`config.mk`:
```
export PLATFORM = sky130hd
export DESIGN_NAME = tone_alert_pwm
export DESIGN_NICKNAME = d
export VERILOG_FILES = /design/src/hw/tone_alert_pkg.sv /design/src/hw/tone_tick_divider.sv /design/src/hw/tone_reload_counter.sv /design/src/hw/tone_alert_pwm.sv
export SDC_FILE = /design/constraint.sdc
export NUM_CORES = 1
export LEC_CHECK = 0
export ABC_AREA = 1
export ABC_CLOCK_PERIOD_IN_PS = 2200
export BUFFER_PORTS_ARGS = -buffer_cell sky130_fd_sc_hd__buf_2
export CORE_ASPECT_RATIO = 1.5
export CORE_UTILIZATION = 30
export CTS_BUF_LIST = sky130_fd_sc_hd__clkbuf_2
export CTS_CLUSTER_SIZE = 30
export DETAILED_ROUTE_END_ITERATION = 10
export GPL_TIMING_DRIVEN = 0
export PLACE_DENSITY = 0.45
export SLEW_MARGIN = 30
export SYNTH_ARGS = -nofsm -noshare
export SYNTH_HDL_FRONTEND = slang
export SYNTH_SLANG_ARGS = --single-unit
```
`constraint.sdc`:
```
create_clock -name core_clk_in -period 2.2 [get_ports core_clk_in]
set_clock_uncertainty 0.1 [all_clocks]
set_input_delay 0.22 -clock core_clk_in [delete_from_list [all_inputs] [get_ports core_clk_in]]
set_output_delay 0.22 -clock core_clk_in [all_outputs]
set_load 0.02 [all_outputs]
```
`src/hw/tone_alert_pkg.sv`:
```
// shared constants, register map and carrier types of the tone alert generator
`default_nettype none
package tone_alert_pkg;

  // ************************************************************
  // widths
  // ************************************************************
  localparam int ADDR_W = 8;
  localparam int DATA_W = 16;
  localparam int PERIOD_W = 16;
  localparam int REPEAT_W = 6;

  // ************************************************************
  // rates: core clock and counting reference, in MHz
  // ************************************************************
  localparam logic [7:0] CORE_MHZ = 8'hc8;
  localparam logic [7:0] REF_MHZ = 8'h0d;

  // ************************************************************
  // register byte offsets
  // ************************************************************
  localparam logic [ADDR_W-1:0] OFS_PERIOD = 8'h00;
  localparam logic [ADDR_W-1:0] OFS_THRES = 8'h04;
  localparam logic [ADDR_W-1:0] OFS_REPEAT = 8'h08;
  localparam logic [ADDR_W-1:0] OFS_CTRL = 8'h0c;
  localparam logic [ADDR_W-1:0] OFS_PCOUNT = 8'h10;
  localparam logic [ADDR_W-1:0] OFS_STATUS = 8'h14;

  // ************************************************************
  // reset values
  // ************************************************************
  localparam logic [PERIOD_W-1:0] PERIOD_RST = 16'hffff;
  localparam logic [PERIOD_W-1:0] THRES_RST = 16'h0000;
  localparam logic [REPEAT_W-1:0] REPEAT_RST = 6'h3f;
  localparam logic [DATA_W-1:0] DATA_ZERO = 16'h0000;

  // ************************************************************
  // control field positions
  // ************************************************************
  localparam int CLK_LSB = 0;
  localparam int MODE_LSB = 2;
  localparam int SRC_BIT = 8;

  // ************************************************************
  // prescaler masks for divide by 1, 2, 4, 8
  // ************************************************************
  localparam logic [2:0] DIV1_MASK = 3'h0;
  localparam logic [2:0] DIV2_MASK = 3'h1;
  localparam logic [2:0] DIV4_MASK = 3'h3;
  localparam logic [2:0] DIV8_MASK = 3'h7;

  // ************************************************************
  // types
  // ************************************************************
  typedef enum logic [1:0] {
    MODE_INVERT = 2'b00,
    MODE_GATE = 2'b01,
    MODE_PLAIN = 2'b10,
    MODE_SPARE = 2'b11
  } mode_t;

  typedef enum logic [1:0] {
    DIV_BY1 = 2'b00,
    DIV_BY2 = 2'b01,
    DIV_BY4 = 2'b10,
    DIV_BY8 = 2'b11
  } div_t;

  typedef struct packed {
    logic source;
    mode_t mode;
    div_t clk_sel;
  } ctrl_t;

  typedef struct packed {
    logic [ADDR_W-1:0] addr;
    logic [DATA_W-1:0] wdata;
    logic wr;
    logic rd;
  } reg_req_t;

endpackage
`default_nettype wire

```
`src/hw/tone_tick_divider.sv`:
```
// counting tick generator: 13 MHz reference enable with selectable divider
`timescale 1ns/1ps
`default_nettype none
module tone_tick_divider (
  // clock and reset
  input wire logic core_clk_in,
  input wire logic sys_rst_in,
  // divider selection
  input wire tone_alert_pkg::div_t div_sel_in,
  // counting tick, one cycle
  output logic tick_out
);
  import tone_alert_pkg::*;

  logic [7:0] acc;
  logic [7:0] next_acc;
  logic ref_hit;
  logic [2:0] pre;
  logic [2:0] mask;

  // fractional accumulator: average rate is exact, jitter is one core cycle
  always_comb begin
    next_acc = acc + REF_MHZ;
    ref_hit = 1'b0;
    if (next_acc >= CORE_MHZ) begin
      next_acc = next_acc - CORE_MHZ;
      ref_hit = 1'b1;
    end
  end

  always_comb begin
    case (div_sel_in)
      DIV_BY1: mask = DIV1_MASK;
      DIV_BY2: mask = DIV2_MASK;
      DIV_BY4: mask = DIV4_MASK;
      default: mask = DIV8_MASK;
    endcase
  end

  always_ff @(posedge core_clk_in) begin
    if (sys_rst_in) begin
      acc <= 8'h00;
      pre <= 3'h0;
      tick_out <= 1'b0;
    end else begin
      acc <= next_acc;
      tick_out <= ref_hit && ((pre & mask) == mask); // RL8
      if (ref_hit) begin
        pre <= pre + 3'h1;
      end
    end
  end

  a_tick_gap: assert property (@(posedge core_clk_in) disable iff (sys_rst_in) // RL8
    tick_out |=> (!tick_out) [*8])
    else $error("counting ticks closer than the reference period");

endmodule
`default_nettype wire

```
`src/hw/tone_reload_counter.sv`:
```
// down-counter that reloads from its reload value on the tick after zero
`timescale 1ns/1ps
`default_nettype none
module tone_reload_counter #(
  parameter int WIDTH = 16,
  parameter logic [WIDTH-1:0] RESET_VALUE = '1
) (
  // clock and reset
  input wire logic core_clk_in,
  input wire logic sys_rst_in,
  // control
  input wire logic restart_in,
  input wire logic step_in,
  input wire logic [WIDTH-1:0] reload_in,
  // state
  output logic [WIDTH-1:0] count_out,
  output logic zero_out
);

  assign zero_out = (count_out == '0);

  // the reload value is only sampled at zero or on restart, so a write never cuts a run short
  always_ff @(posedge core_clk_in) begin
    if (sys_rst_in) begin
      count_out <= RESET_VALUE;
    end else if (restart_in) begin
      count_out <= reload_in;
    end else if (step_in) begin
      if (zero_out) begin
        count_out <= reload_in; // RL15
      end else begin
        count_out <= count_out - {{(WIDTH-1){1'b0}}, 1'b1};
      end
    end
  end

endmodule
`default_nettype wire

```
`src/hw/tone_alert_pwm.sv`:
```
// tone alert generator: register file, nested counters and output shaping
//
// Design decision made here: the address-and-strobe port.
`timescale 1ns/1ps
`default_nettype none
// How it works
// RL1: source bit 0 sends the PWM waveform out, 1 sends the PDM input.
// RL2: power-off input high holds the alert output low.
// RL3: base level is low when period count >= threshold, high when below.
// RL4: first mode inverts the base level each time the repeat count hits zero.
// RL5: second mode alternates base waveform and forced low at each repeat zero.
// RL6: third mode ignores the repeat counter and follows the base level.
// RL7: mode field 00, 01, 10 select first, second, third mode.
// RL8: clock field picks 13 MHz divided by 1, 2, 4 or 8.
// RL9: repeat counter steps down once each time the period counter hits zero.
// RL10: both counters load from their reload registers.
// RL11: a period reload write takes effect only after the next zero.
// RL12: period counter and reload are 16 bits, repeat ones 6 bits.
// RL13: first two modes give 13 MHz over 2*div*(period+1)*(repeat+1).
// RL14: high-time fraction is threshold over period reload plus one.
// RL15: each counter reloads on the counting tick after reaching zero.
// RL16: mode field 11 behaves as the third mode.
module tone_alert_pwm (
  // clock and reset
  input wire logic core_clk_in,
  input wire logic sys_rst_in,
  // register port
  input wire tone_alert_pkg::reg_req_t reg_req_in,
  output logic [tone_alert_pkg::DATA_W-1:0] read_data_out,
  // alert sources and control
  input wire logic pdm_in,
  input wire logic power_off_input_in,
  // alert pin
  output logic alert_out
);
  import tone_alert_pkg::*;

  // ************************************************************
  // register file
  // ************************************************************
  logic [PERIOD_W-1:0] period_reload_value;
  logic [PERIOD_W-1:0] duty_threshold_value;
  logic [REPEAT_W-1:0] repeat_reload_value;
  ctrl_t tone_control;
  logic [DATA_W-1:0] ctrl_word;
  logic [DATA_W-1:0] next_read;

  always_ff @(posedge core_clk_in) begin
    if (sys_rst_in) begin
      period_reload_value <= PERIOD_RST;
      duty_threshold_value <= THRES_RST;
      repeat_reload_value <= REPEAT_RST;
      tone_control <= '0;
    end else if (reg_req_in.wr) begin
      if (reg_req_in.addr == OFS_PERIOD) begin
        period_reload_value <= reg_req_in.wdata; // RL11
      end else if (reg_req_in.addr == OFS_THRES) begin
        duty_threshold_value <= reg_req_in.wdata;
      end else if (reg_req_in.addr == OFS_REPEAT) begin
        repeat_reload_value <= reg_req_in.wdata[REPEAT_W-1:0]; // RL12
      end else if (reg_req_in.addr == OFS_CTRL) begin
        tone_control.clk_sel <= div_t'(reg_req_in.wdata[CLK_LSB+1:CLK_LSB]);
        tone_control.mode <= mode_t'(reg_req_in.wdata[MODE_LSB+1:MODE_LSB]); // RL7
        tone_control.source <= reg_req_in.wdata[SRC_BIT];
      end
    end
  end

  // unused control bits read as zero
  always_comb begin
    ctrl_word = DATA_ZERO;
    ctrl_word[CLK_LSB+1:CLK_LSB] = tone_control.clk_sel;
    ctrl_word[MODE_LSB+1:MODE_LSB] = tone_control.mode;
    ctrl_word[SRC_BIT] = tone_control.source;
  end

  // ************************************************************
  // counting tick and nested counters
  // ************************************************************
  logic tick;
  logic [PERIOD_W-1:0] period_count;
  logic [REPEAT_W-1:0] repeat_count;
  logic period_zero;
  logic repeat_zero;
  logic repeat_step;
  logic phase;

  tone_tick_divider divider (
    .core_clk_in(core_clk_in),
    .sys_rst_in(sys_rst_in),
    .div_sel_in(tone_control.clk_sel),
    .tick_out(tick)
  );

  // power-off restarts both counters so a tone always begins with a full period
  tone_reload_counter #(
    .WIDTH(PERIOD_W),
    .RESET_VALUE(PERIOD_RST)
  ) period_counter (
    .core_clk_in(core_clk_in),
    .sys_rst_in(sys_rst_in),
    .restart_in(power_off_input_in),
    .step_in(tick),
    .reload_in(period_reload_value), // RL10
    .count_out(period_count),
    .zero_out(period_zero)
  );

  assign repeat_step = tick && period_zero; // RL9

  tone_reload_counter #(
    .WIDTH(REPEAT_W),
    .RESET_VALUE(REPEAT_RST)
  ) repeat_counter (
    .core_clk_in(core_clk_in),
    .sys_rst_in(sys_rst_in),
    .restart_in(power_off_input_in),
    .step_in(repeat_step),
    .reload_in(repeat_reload_value), // RL10
    .count_out(repeat_count),
    .zero_out(repeat_zero)
  );

  // phase flips once per (period+1)*(repeat+1) ticks, halving the tone rate
  always_ff @(posedge core_clk_in) begin
    if (sys_rst_in) begin
      phase <= 1'b0;
    end else if (power_off_input_in) begin
      phase <= 1'b0;
    end else if (repeat_step && repeat_zero) begin
      phase <= !phase; // RL13
    end
  end

  // ************************************************************
  // output shaping
  // ************************************************************
  logic base_level;
  logic pwm_level;
  logic next_alert;

  // high fraction is threshold / (period reload + 1)
  assign base_level = (period_count < duty_threshold_value); // RL3 RL14

  always_comb begin
    case (tone_control.mode)
      MODE_INVERT: pwm_level = base_level ^ phase; // RL4
      MODE_GATE: pwm_level = base_level && !phase; // RL5
      MODE_PLAIN: pwm_level = base_level; // RL6
      default: pwm_level = base_level; // RL16
    endcase
  end

  always_comb begin
    if (power_off_input_in) begin
      next_alert = 1'b0; // RL2
    end else if (tone_control.source) begin
      next_alert = pdm_in; // RL1
    end else begin
      next_alert = pwm_level; // RL1
    end
  end

  always_ff @(posedge core_clk_in) begin
    if (sys_rst_in) begin
      alert_out <= 1'b0;
    end else begin
      alert_out <= next_alert;
    end
  end

  // ************************************************************
  // read path: data stand in the cycle after the strobe only
  // ************************************************************
  always_comb begin
    next_read = DATA_ZERO;
    if (reg_req_in.rd) begin
      if (reg_req_in.addr == OFS_PERIOD) begin
        next_read = period_reload_value;
      end else if (reg_req_in.addr == OFS_THRES) begin
        next_read = duty_threshold_value;
      end else if (reg_req_in.addr == OFS_REPEAT) begin
        next_read[REPEAT_W-1:0] = repeat_reload_value;
      end else if (reg_req_in.addr == OFS_CTRL) begin
        next_read = ctrl_word;
      end else if (reg_req_in.addr == OFS_PCOUNT) begin
        next_read = period_count;
      end else if (reg_req_in.addr == OFS_STATUS) begin
        next_read[REPEAT_W-1:0] = repeat_count;
        next_read[REPEAT_W] = phase;
      end
    end
  end

  always_ff @(posedge core_clk_in) begin
    if (sys_rst_in) begin
      read_data_out <= DATA_ZERO;
    end else begin
      read_data_out <= next_read;
    end
  end

  // ************************************************************
  // checks
  // ************************************************************
  a_power_off_low: assert property ( // RL2
    @(posedge core_clk_in) disable iff (sys_rst_in)
    power_off_input_in |=> !alert_out)
    else $error("alert output not low while powered off");

  a_pdm_route: assert property ( // RL1
    @(posedge core_clk_in) disable iff (sys_rst_in)
    (!power_off_input_in && tone_control.source) |=> (alert_out == $past(pdm_in)))
    else $error("pdm source not routed to the alert output");

  a_plain_mode: assert property ( // RL6
    @(posedge core_clk_in) disable iff (sys_rst_in)
    (!power_off_input_in && !tone_control.source && tone_control.mode == MODE_PLAIN)
    |=> (alert_out == ($past(period_count) < $past(duty_threshold_value))))
    else $error("third mode output differs from threshold compare");

  a_spare_mode: assert property ( // RL16
    @(posedge core_clk_in) disable iff (sys_rst_in)
    (!power_off_input_in && !tone_control.source && tone_control.mode == MODE_SPARE)
    |=> (alert_out == $past(base_level)))
    else $error("mode 11 output differs from plain compare");

  a_invert_mode: assert property ( // RL4
    @(posedge core_clk_in) disable iff (sys_rst_in)
    (!power_off_input_in && !tone_control.source && tone_control.mode == MODE_INVERT)
    |=> (alert_out == ($past(base_level) ^ $past(phase))))
    else $error("first mode polarity wrong");

  a_gate_mode: assert property ( // RL5
    @(posedge core_clk_in) disable iff (sys_rst_in)
    (!power_off_input_in && !tone_control.source && tone_control.mode == MODE_GATE)
    |=> (alert_out == ($past(base_level) && !$past(phase))))
    else $error("second mode gating wrong");

  // a power-off in the cycle after the flip clears the phase, which is not a fault
  a_phase_flip: assert property ( // RL4
    @(posedge core_clk_in) disable iff (sys_rst_in)
    (!power_off_input_in && tick && period_zero && repeat_zero)
    |=> (phase != $past(phase)) ##1 ($stable(phase) || $past(power_off_input_in)))
    else $error("phase did not flip on repeat zero");

  a_repeat_step: assert property ( // RL9
    @(posedge core_clk_in) disable iff (sys_rst_in)
    (!power_off_input_in && tick && period_zero && !repeat_zero)
    |=> (repeat_count == ($past(repeat_count) - 6'h01)))
    else $error("repeat counter did not step on period zero");

  a_repeat_hold: assert property ( // RL9
    @(posedge core_clk_in) disable iff (sys_rst_in)
    (!power_off_input_in && !(tick && period_zero)) |=> $stable(repeat_count))
    else $error("repeat counter moved without period zero");

  a_period_reload: assert property ( // RL15
    @(posedge core_clk_in) disable iff (sys_rst_in)
    (!power_off_input_in && tick && period_zero)
    |=> (period_count == $past(period_reload_value)))
    else $error("period counter did not reload after zero");

  a_period_write: assert property ( // RL11
    @(posedge core_clk_in) disable iff (sys_rst_in)
    (!power_off_input_in && tick && !period_zero)
    |=> (period_count == ($past(period_count) - 16'h0001)))
    else $error("period countdown disturbed");

  a_ctrl_read: assert property ( // RL7
    @(posedge core_clk_in) disable iff (sys_rst_in)
    (reg_req_in.rd && reg_req_in.addr == OFS_CTRL) |=> (read_data_out == $past(ctrl_word)))
    else $error("control readback wrong");

  a_repeat_reload: assert property ( // RL15
    @(posedge core_clk_in) disable iff (sys_rst_in)
    (!power_off_input_in && tick && period_zero && repeat_zero)
    |=> (repeat_count == $past(repeat_reload_value)))
    else $error("repeat counter did not reload after zero");

  a_period_idle: assert property ( // RL8
    @(posedge core_clk_in) disable iff (sys_rst_in)
    (!power_off_input_in && !tick) |=> $stable(period_count))
    else $error("period counter moved without a counting tick");

  a_power_restart: assert property ( // RL10
    @(posedge core_clk_in) disable iff (sys_rst_in)
    power_off_input_in
    |=> (period_count == $past(period_reload_value))
    && (repeat_count == $past(repeat_reload_value)) && !phase)
    else $error("counters not restarted from their reload values");

  a_phase_hold: assert property ( // RL4
    @(posedge core_clk_in) disable iff (sys_rst_in)
    (!power_off_input_in && !(tick && period_zero && repeat_zero)) |=> $stable(phase))
    else $error("phase moved without a repeat zero");

  a_threshold_low: assert property ( // RL3
    @(posedge core_clk_in) disable iff (sys_rst_in)
    (!power_off_input_in && !tone_control.source && tone_control.mode == MODE_PLAIN
    && period_count >= duty_threshold_value) |=> !alert_out)
    else $error("output high although period count reached the threshold");

  a_pwm_route: assert property ( // RL1
    @(posedge core_clk_in) disable iff (sys_rst_in)
    (!power_off_input_in && !tone_control.source) |=> (alert_out == $past(pwm_level)))
    else $error("pwm waveform not routed to the alert output");

endmodule
`default_nettype wire

```
# Yosys cells after proc, flatten, opt, wreduce, memory -nomap -nowiden
# Index checks and enable logic that the tools add are counted.
[word_totals]
reg_bits = 95
inputBits = 30
output_inout_bits = 17
wordCells = 73
[classes]
n_addsub = 5
order_cmp = 2
eq_ne = 9
n_mux = 19
bitwise = 6
reduce_logical = 18
[op_table]
columns = ["operator", "n"]
rows = [
  ["two-way mux 16 bit", 6],
  ["two-way mux 6 bit", 4],
  ["== test 8 x 4 -> 1 bit (second input constant)", 2],
  ["== test 8 x 5 -> 1 bit (second input constant)", 2],
  ["logical NOT 16 bit", 1],
  ["< comparator 16 bit", 1],
  ["subtractor 16 x 1 -> 16 bit (second input constant)", 1],
  ["two-way mux 7 bit", 2],
  ["two-way mux 10 bit", 1],
  ["two-way mux 9 bit", 1],
  ["one-hot mux 3 bit (3 select lines)", 1],
  ["adder 8 x 4 -> 8 bit (second input constant)", 1],
  ["== test 8 x 3 -> 1 bit (second input constant)", 1],
  [">= comparator 8 bit (second input constant)", 1],
  ["logical NOT 8 bit", 1],
  ["two-way mux 8 bit", 1],
  ["subtractor 8 bit (second input constant)", 1],
  ["logical NOT 6 bit", 1],
  ["subtractor 6 x 1 -> 6 bit (second input constant)", 1],
  ["AND reduction 5 bit", 1],
  ["== test 2 x 1 -> 1 bit (second input constant)", 2],
  ["logical AND 1 bit", 4],
  ["logical NOT 2 bit", 2],
  ["inverter 1 bit", 4],
  ["other kinds (13)", 16],
]

# Longest topological paths before layout
# Gate-level depths: netlist of the first run.
[depth]
depth_word = 7
ltp_mapped = 14
depth_no_buf = 14

# Cells and area by module
# Synthesis of the first run repeated with hierarchy kept, for this count alone.
[unflattened]
cells_unflattened = 776
area_unflattened_um2 = 5544.1
[modules_own_cells]
columns = ["mod", "instances", "cells_per_inst", "area_per_inst_um2", "seq_area_each_um2"]
rows = [
  ["tone_alert_pwm", 1, 396, 3014.1, 1221.2],
  ["tone_reload_counter at period_counter", 1, 226, 1325.0, 320.3],
  ["tone_tick_divider", 1, 87, 758.2, 240.2],
  ["tone_reload_counter at repeat_counter", 1, 67, 446.7, 120.1],
]

# Least setup slack after synthesis of the first run
# No wires, ideal clock.
[synth_path]
path_kind = "reg-to-reg"
start = "reg period_counter.count_out[11]"
end = "reg alert_out"
setup_time_ns = 0.123
arrival_ns = 1.666
required_ns = 1.977
path_slack_ns = 0.310
stages_incl_launch_ff = 12
n_path_buf = 0
path_cell_list = "dfxtp_1 > ha_1 > nand2_1 > inv_1 > o21ai_0 > a21oi_1 > nor2_1 > and2_1 > ha_1 > nor3_1 > a311oi_1 > a21oi_1"
[synth_between]
elab_chain_cells = 4
word_cells_on_any_way = 5
classes_between = "order compare: 1; mux: 2; bitwise: 1; reduce/logical: 1"
[synth_lines]
columns = ["item", "line", "source"]
rows = [
  ["start: declaration", "tone_reload_counter.sv:16", "output logic [WIDTH-1:0] count_out,"],
  ["start signal: assignment", "tone_reload_counter.sv:27", "count_out <= reload_in;"],
  ["start signal: assignment", "tone_reload_counter.sv:30", "count_out <= reload_in;"],
  ["start signal: assignment", "tone_reload_counter.sv:32", "count_out <= count_out - {{(WIDTH-1){1'b0}}, 1'b1};"],
  ["< comparator 16 bit (*)", "tone_alert_pwm.sv:143", "assign base_level = (period_count < duty_threshold_value);"],
  ["XOR 1 bit or logical AND 1 bit (tied branches)", "tone_alert_pwm.sv:147, tone_alert_pwm.sv:148", ""],
  ["one-hot mux 1 bit (2 select lines) (*)", "tone_alert_pwm.sv:146", "case (tone_control.mode)"],
  ["two-way mux 1 bit (*)", "tone_alert_pwm.sv:157", "end else if (tone_control.source) begin"],
  ["end signal: assignment", "tone_alert_pwm.sv:168", "alert_out <= next_alert;"],
  ["end: declaration", "tone_alert_pwm.sv:34", "output logic alert_out"],
]
# Mark *: on every way between the ends. The rest lies on a longest branch, timed or not.
# A chain may end at the register's enable or synchronous reset.

# Worst setup path after layout of the first run
[layout_path]
start = "reg duty_threshold_value[14]"
end = "reg alert_out"
[layout_between]
elab_chain_cells = 4
word_cells_on_any_way = 5
classes_between = "order compare: 1; mux: 2; bitwise: 1; reduce/logical: 1"
[layout_lines]
columns = ["item", "line", "source"]
rows = [
  ["start: declaration", "tone_alert_pwm.sv:42", "logic [PERIOD_W-1:0] duty_threshold_value;"],
  ["start signal: assignment", "tone_alert_pwm.sv:58", "duty_threshold_value <= reg_req_in.wdata;"],
  ["< comparator 16 bit (*)", "tone_alert_pwm.sv:143", ""],
  ["XOR 1 bit or logical AND 1 bit (tied branches)", "tone_alert_pwm.sv:147, tone_alert_pwm.sv:148", ""],
  ["one-hot mux 1 bit (2 select lines) (*)", "tone_alert_pwm.sv:146", ""],
  ["two-way mux 1 bit (*)", "tone_alert_pwm.sv:157", ""],
]
# Marked as above.

==> summary.txt, run 1 <==
Setup path
  – Slowest stage delay, CP: 0.41 ns
  – Data required, critical path: 2.67 ns
  – CP Max Fanout: 2
  – Crit path DAT: 2.69 ns
  – Critical Path Source Type: flip-flop
  – Crit path cell chain: inv_4, ha_4, nand4_1, nor2_1, nand2_1, and2_1, ha_1, nor3_1, a311oi_1, a21oi_1
  – CP Class: reg2reg
  – Critical path's top delay family: simple AND/OR/NAND/NOR gates
  – Internal reg-to-reg setup slack: -0.01 ns
  – Crit end category: flip-flop
  – Worst Path Buf+Inv: 1
  – Critical Path Slowest Stage Cell: dfxtp_2

Synth
  – Top_reg_cell synth: dfxtp_1
  – FFs w/ async S/R, synth: 0
  – Largest area contributor in the netlist: dfxtp_1
  – Syn Inst Count: 707
  – Count leader, synth: nand2_1
  – Syn. warnings: 0
  – Cell Area, Synth: 5180 um^2
  – Number of flops mapped to enable cells by yosys: 0
  – Top post-synthesis cells by count: nand2_1 (156), dfxtp_1 (95), inv_1 (81)
  – Synth Net Count: 761
  – Post-synthesis cell type count: 45
  – Yosys top cell area share: 0.367
  – Top cells by area, synth: dfxtp_1 (37%), nand2_1 (11%), inv_1 (5.9%), ha_1 (5.8%), a21oi_1 (5.4%)
  – Avg Inst Size Synth: 7.32 um^2
  – #FFs+latches synth: 95
  – Seq/Total Area, Yosys: 0.367

Floorplanning
  – Die ar.: 17800 um^2
  – Rows: 58
  – Core ar.: 16800 um^2
  – I/O pin cnt: 47
  – Chip Height: 163 um
  – Die width: 109 um
  – Initial Util: 0.307

Global route
  – Vias in the first global route: 4899
  – Gr usage total: 0.213
  – Largest net degree at the start of global routing: 16
  – Grt total ovfl: 0
  – First-pass GRT wire length: 27400 um
  – Antenna violations before repair: 1

Finish
  – Fin area: 6130 um^2
  – Nets: 848
  – Fillcell total: 1821
  – Share of layout cells above drive strength 1: 0.179
  – Synthesis-to-layout area growth: 18.5%

Status
  – Failing checks: setup timing
  – Run status: finished, violations left

CTS
  – Total CTS buffers: 9
  – Worst-path clk slew: 0.29 ns
  – Root buf cell: clkbuf_2
  – Clock sinks: 95
  – Clock Tree Buf Depth: 2
  – H-tree Lvls: 3
  – Clock Latency Late Sink: 0.63 ns
  – TritonCTS clock tree: yes

Place
  – HPWL Detailed: 13900 um
  – Port bufs: 45
  – Cell area after placement: 5660 um^2
  – Gpl congestion: 0.859
  – Place WS: -0.197 ns

Pwr
  – Worst VDD drop: 239 uV
  – PD cells: 510 nW/um^2
  – LEAKAGE: 2.83 nW

STA
  – Fin. Hold Viols: 0
  – Period Utilization, post-route: 1.01
  – Final min period: 2.21 ns
  – Worst setup margin: -0.0149 ns
  – Pins Over Slew Limit: 0
  – Slew headroom: 0.522
  – Fmax: 0.451 GHz
  – RSZ-0062 raised after global routing: true
  – Setup tns final: -0.0149 ns
  – Final setup viols: 1
  – Worst-margin pin slew: 0.716 ns

Drt
  – Overall via count from detail_route: 5030
  – DR vias/cell: 4.98
  – DR pass1 iterations: 5
  – Iter 0 DRT Violations: 234
  – Post-DRT Antenna Nets: 0
  – Total Routed Length: 18100 um
  – Routed len/inst: 17.9 um
  – DRC: 0

Job
  – Max_cap viols: 0

Worst hold path
  – Worst Hold Class: in2reg
## final timing paths
check	start	endpoint	cells past startpoint
max reg2reg	duty_threshold_value[14]	alert_out	10
min	reg_req_in[18]	read_data_out[8]	6
min reg2reg	repeat_counter.count_out[5]	repeat_counter.count_out[5]	2
max	duty_threshold_value[14]	alert_out	10
## power breakdown
group	leakage [nW]	internal, W	switching, W	total (W)
clock	0.0553	0.000147	0.000643	0.000789
combinational	2.00	0.000196	0.000304	0.000500
sequential	0.773	0.00177	0.0000621	0.00184
total	2.83	0.00212	0.00101	0.00313
## per-stage QoR
step	instances	hold slack, ns	power [W]	util
floorplan	707	0.233	0.00216	-
global placement	962	0.345	0.00231	0.336
detailed placement	962	0.359	0.00232	0.336
CTS	1009	0.000101	0.00316	0.363
global route	1010	0.0247	0.00328	0.364
finish	1010	0.0380	0.00313	0.364
## cells by family (layout without fill, tap and decap cells)
family          count (synthesis)  count (layout)  share of synthesized area
buf+inv                       117             209                     0.0993
flops                          95              95                      0.367
compound gates                157             157                      0.177
fa+ha+maj                      24              24                     0.0580
simple gates                  297             297                      0.266
mux                             1               1                    0.00193
xor+xnor                       16              16                     0.0300
other cells                     0               1                          0
## placed cells by master (no fill, tap or decap), types with 11 or more instances in the layout
cell type / n
a21oi_1: 56
buf_2: 51
dfxtp_1: 86
dlygate4sd3_1: 30
ha_1: 20
inv_1: 77
inv_2: 11
nand2_1: 156
nand3_1: 49
nor2_1: 53
o211ai_1: 21
o21ai_0: 43
o21ai_1: 15
## metal layers
| layer | GRT usage | routed length, um |
|---|---|---|
| met5 | 0 | 0 |
| met1 | 0.215 | 6790 |
| met3 | 0.0232 | 538 |
| met4 | 0.119 | 791 |
| met2 | 0.409 | 9990 |
## state kept, by name, indices dropped and copies added, names as in the netlist
| register | count |
|---|---|
| duty_threshold_value | 16 |
| divider.tick_out | 1 |
| divider.pre | 3 |
| divider.acc | 8 |
| ctrl_word | 5 |
| period_reload_value | 16 |
| phase | 1 |
| repeat_reload_value | 6 |
| repeat_counter.count_out | 6 |
| period_counter.count_out | 16 |
| alert_out | 1 |
| read_data_out | 16 |
## final cells by class
type                            count  area [um^2]  share of cell area
Antenna cell                        1         2.50            0.000408
Buffer                             25          161              0.0263
Clock buffer                       10         50.0             0.00816
Clock inverter                      6         37.5             0.00612
Inverter                           92          355              0.0579
Multi-Input combinational cell    495         2820               0.459
Sequential cell                    95         1910               0.312
Tap cell                          210          263              0.0428
Timing Repair Buffer               76          533              0.0869
## what timing repair did
item	4_1_cts	5_1_grt
hold buffers	30	0
setup endpoints to repair	1	2
gates resized for setup	16	5
pin swaps	9	1
buffers inserted	1	0
endpoints found under the hold margin	55	0
## tightest hold or removal path: cells and delay by family
| family | cells | cell delay [ns] |
|---|---|---|
| buffers and inverters | 2 | 0.16 |
| AND/OR/NAND/NOR | 3 | 0.32 |
| AO/OA/AOI/OAI | 1 | 0.08 |
(Power assumes the default switching activity.)
==> run 2, diff against run 1 <==
--- a/config.mk
+++ b/config.mk
@@ -6,7 +6,7 @@
 export NUM_CORES = 1
 export LEC_CHECK = 0
 export ABC_AREA = 1
-export ABC_CLOCK_PERIOD_IN_PS = 2200
+export ABC_CLOCK_PERIOD_IN_PS = 2900
 export BUFFER_PORTS_ARGS = -buffer_cell sky130_fd_sc_hd__buf_2
 export CORE_ASPECT_RATIO = 1.5
 export CORE_UTILIZATION = 30
==> constraint.sdc (replaced) <==
create_clock -name core_clk_in -period 2.9 [get_ports core_clk_in]
set_clock_uncertainty 0.1 [all_clocks]
set_input_delay 0.29 -clock core_clk_in [delete_from_list [all_inputs] [get_ports core_clk_in]]
set_output_delay 0.29 -clock core_clk_in [all_outputs]
set_load 0.02 [all_outputs]
==> run 2 against run 1 <==
- the run now ends clean
- register-to-register slack better by 0.57 ns
- via count shrank 0.78%
- sequential share of layout area increased by 0.48 points
- utilization shrank 0.77 points
- count of clock-buffer cells in the layout unchanged
==> summary.txt, run 2 (synthesis results as in run 1) <==
Global route
  – First-pass GRT wire length: 27100 um
  – Grt total ovfl: 0
  – Antenna violations before repair: 1
  – Vias in the first global route: 4838
  – Gr usage total: 0.211
  – Largest net degree at the start of global routing: 16

Finish
  – Reg area: 1900 um^2
  – Fin util: 0.357
  – Most frequent cells in the layout: nand2_1 (156), dfxtp_1 (95), inv_1 (81)
  – Fin area: 6000 um^2
  – Most common cell after layout, fill and taps aside: nand2_1
  – Fillcell total: 1838
  – Area occupied by multi-input gates: 2760 um^2
  – Nets: 842
  – Synthesis-to-layout area growth: 16.0%
  – Share of layout cells above drive strength 1: 0.155

Place
  – Port bufs: 45
  – HPWL Detailed: 13900 um
  – Gpl congestion: 0.859
  – Cell area after placement: 5660 um^2

Setup path
  – Slowest stage delay, CP: 0.41 ns
  – Critical path's top delay family: compound AO/OA/AOI/OAI gates
  – Critical Path Source Type: flip-flop
  – Data required, critical path: 3.38 ns
  – Worst Path Buf+Inv: 1
  – Crit path DAT: 2.83 ns
  – Crit end category: flip-flop
  – CP Class: reg2reg
  – Crit path cell chain: inv_1, ha_1, nand2_1, o21ai_0, nor2_1, and2_1, ha_1, nor3_1, a311oi_1, a21oi_1
  – CP Max Fanout: 3
  – Critical Path Slowest Stage Cell: o21ai_0
  – Most common cell on crit path: ha_1

Drt
  – DRC: 0
  – DR vias/cell: 4.97
  – Overall via count from detail_route: 4991
  – DR pass1 iterations: 7
  – Total Routed Length: 18000 um
  – Post-DRT Antenna Nets: 0
  – Iter 0 DRT Violations: 251
  – Routed len/inst: 17.9 um

Pwr
  – Worst VDD drop: 180 uV
  – LEAKAGE: 2.79 nW
  – PD cells: 393 nW/um^2

Floorplanning
  – Initial Util: 0.307
  – I/O pin cnt: 47
  – Die ar.: 17800 um^2
  – Chip Height: 163 um
  – Rows: 58
  – Die width: 109 um
  – Core ar.: 16800 um^2

STA
  – Period Utilization, post-route: 0.808
  – Final setup viols: 0
  – Pins Over Slew Limit: 0
  – Final min period: 2.34 ns
  – RSZ-0062 raised after global routing: false
  – Slew headroom: 0.450
  – Worst-margin pin slew: 0.823 ns
  – Setup tns final: 0 ns
  – Fmax: 0.427 GHz
  – Fin. Hold Viols: 0

CTS
  – Clock Latency Late Sink: 0.64 ns
  – TritonCTS clock tree: yes
  – Root buf cell: clkbuf_2
  – Clock Tree Buf Depth: 2
  – Worst-path clk slew: 0.28 ns
  – Clock sinks: 95
  – Post-cts resize count: 0
  – Total CTS buffers: 9
  – H-tree Lvls: 3

Status
  – Run status: finished, final reports clean

Job
  – Max_cap viols: 0

Worst hold path
  – Worst Hold Class: in2reg
## run 2: cell types whose count changed in the layout (fill, tap and decap cells not counted), sizes merged
cell,previous run,this run
buf,61,60
dlygate4sd3,30,25
## run 2: path summary, 6_finish.rpt
kind | from | to | slack [ns] | cells past startpoint
max | duty_threshold_value[15] | alert_out | 0.56 | 10
min | reg_req_in[18] | read_data_out[8] | 0.08 | 6
max reg2reg | duty_threshold_value[15] | alert_out | 0.56 | 10
min reg2reg | repeat_counter.count_out[5] | repeat_counter.count_out[5] | 0.40 | 2
## run 2: routing by layer
| layer | wire length, um | GRT usage | vias to the layer above |
|---|---|---|---|
| li1 | - | - | 2481 |
| met1 | 6850 | 0.213 | 2351 |
| met2 | 9870 | 0.408 | 124 |
| met3 | 502 | 0.0292 | 35 |
| met4 | 772 | 0.107 | 0 |
| met5 | 0 | 0 | - |
## run 2: final cells by class
cell class,count,share of cell area
multi-input combinational,495,0.460
buffer,25,0.0269
sequential,95,0.317
clock inverter,6,0.00625
clock buffer,10,0.00834
antenna,1,0.000417
inverter,92,0.0588
tap,210,0.0438
timing repair buffer,70,0.0792
## run 2: stage by stage
stage,hold WS (ns),power (W),setup slack [ns],instances
floorplan,0.303,0.00164,1.01,707
global placement,0.345,0.00175,0.486,962
detailed placement,0.360,0.00176,0.503,962
CTS,0.00831,0.00238,0.506,1002
global route,0.0533,0.00248,0.402,1004
finish,0.0833,0.00236,0.556,1004
## run 2: repair_timing
action / CTS / global route
hold endpoints to repair: 50 / 1
buffers inserted: 0 / 0
hold buffers: 24 / 1
## run 2: worst min-delay path, cell delays in order
cell and delay (ns):
buf_2 0.07, inv_1 0.07, nand2_2 0.16, nor4_2 0.09, nand2_1 0.06, a31oi_1 0.08
## run 2: report_power, final
group / internal [W] / switching [W] / leakage [nW]
Combinational: 0.000141 / 0.000229 / 1.96
Clock: 0.000111 / 0.000487 / 0.0553
Sequential: 0.00134 / 0.0000456 / 0.773
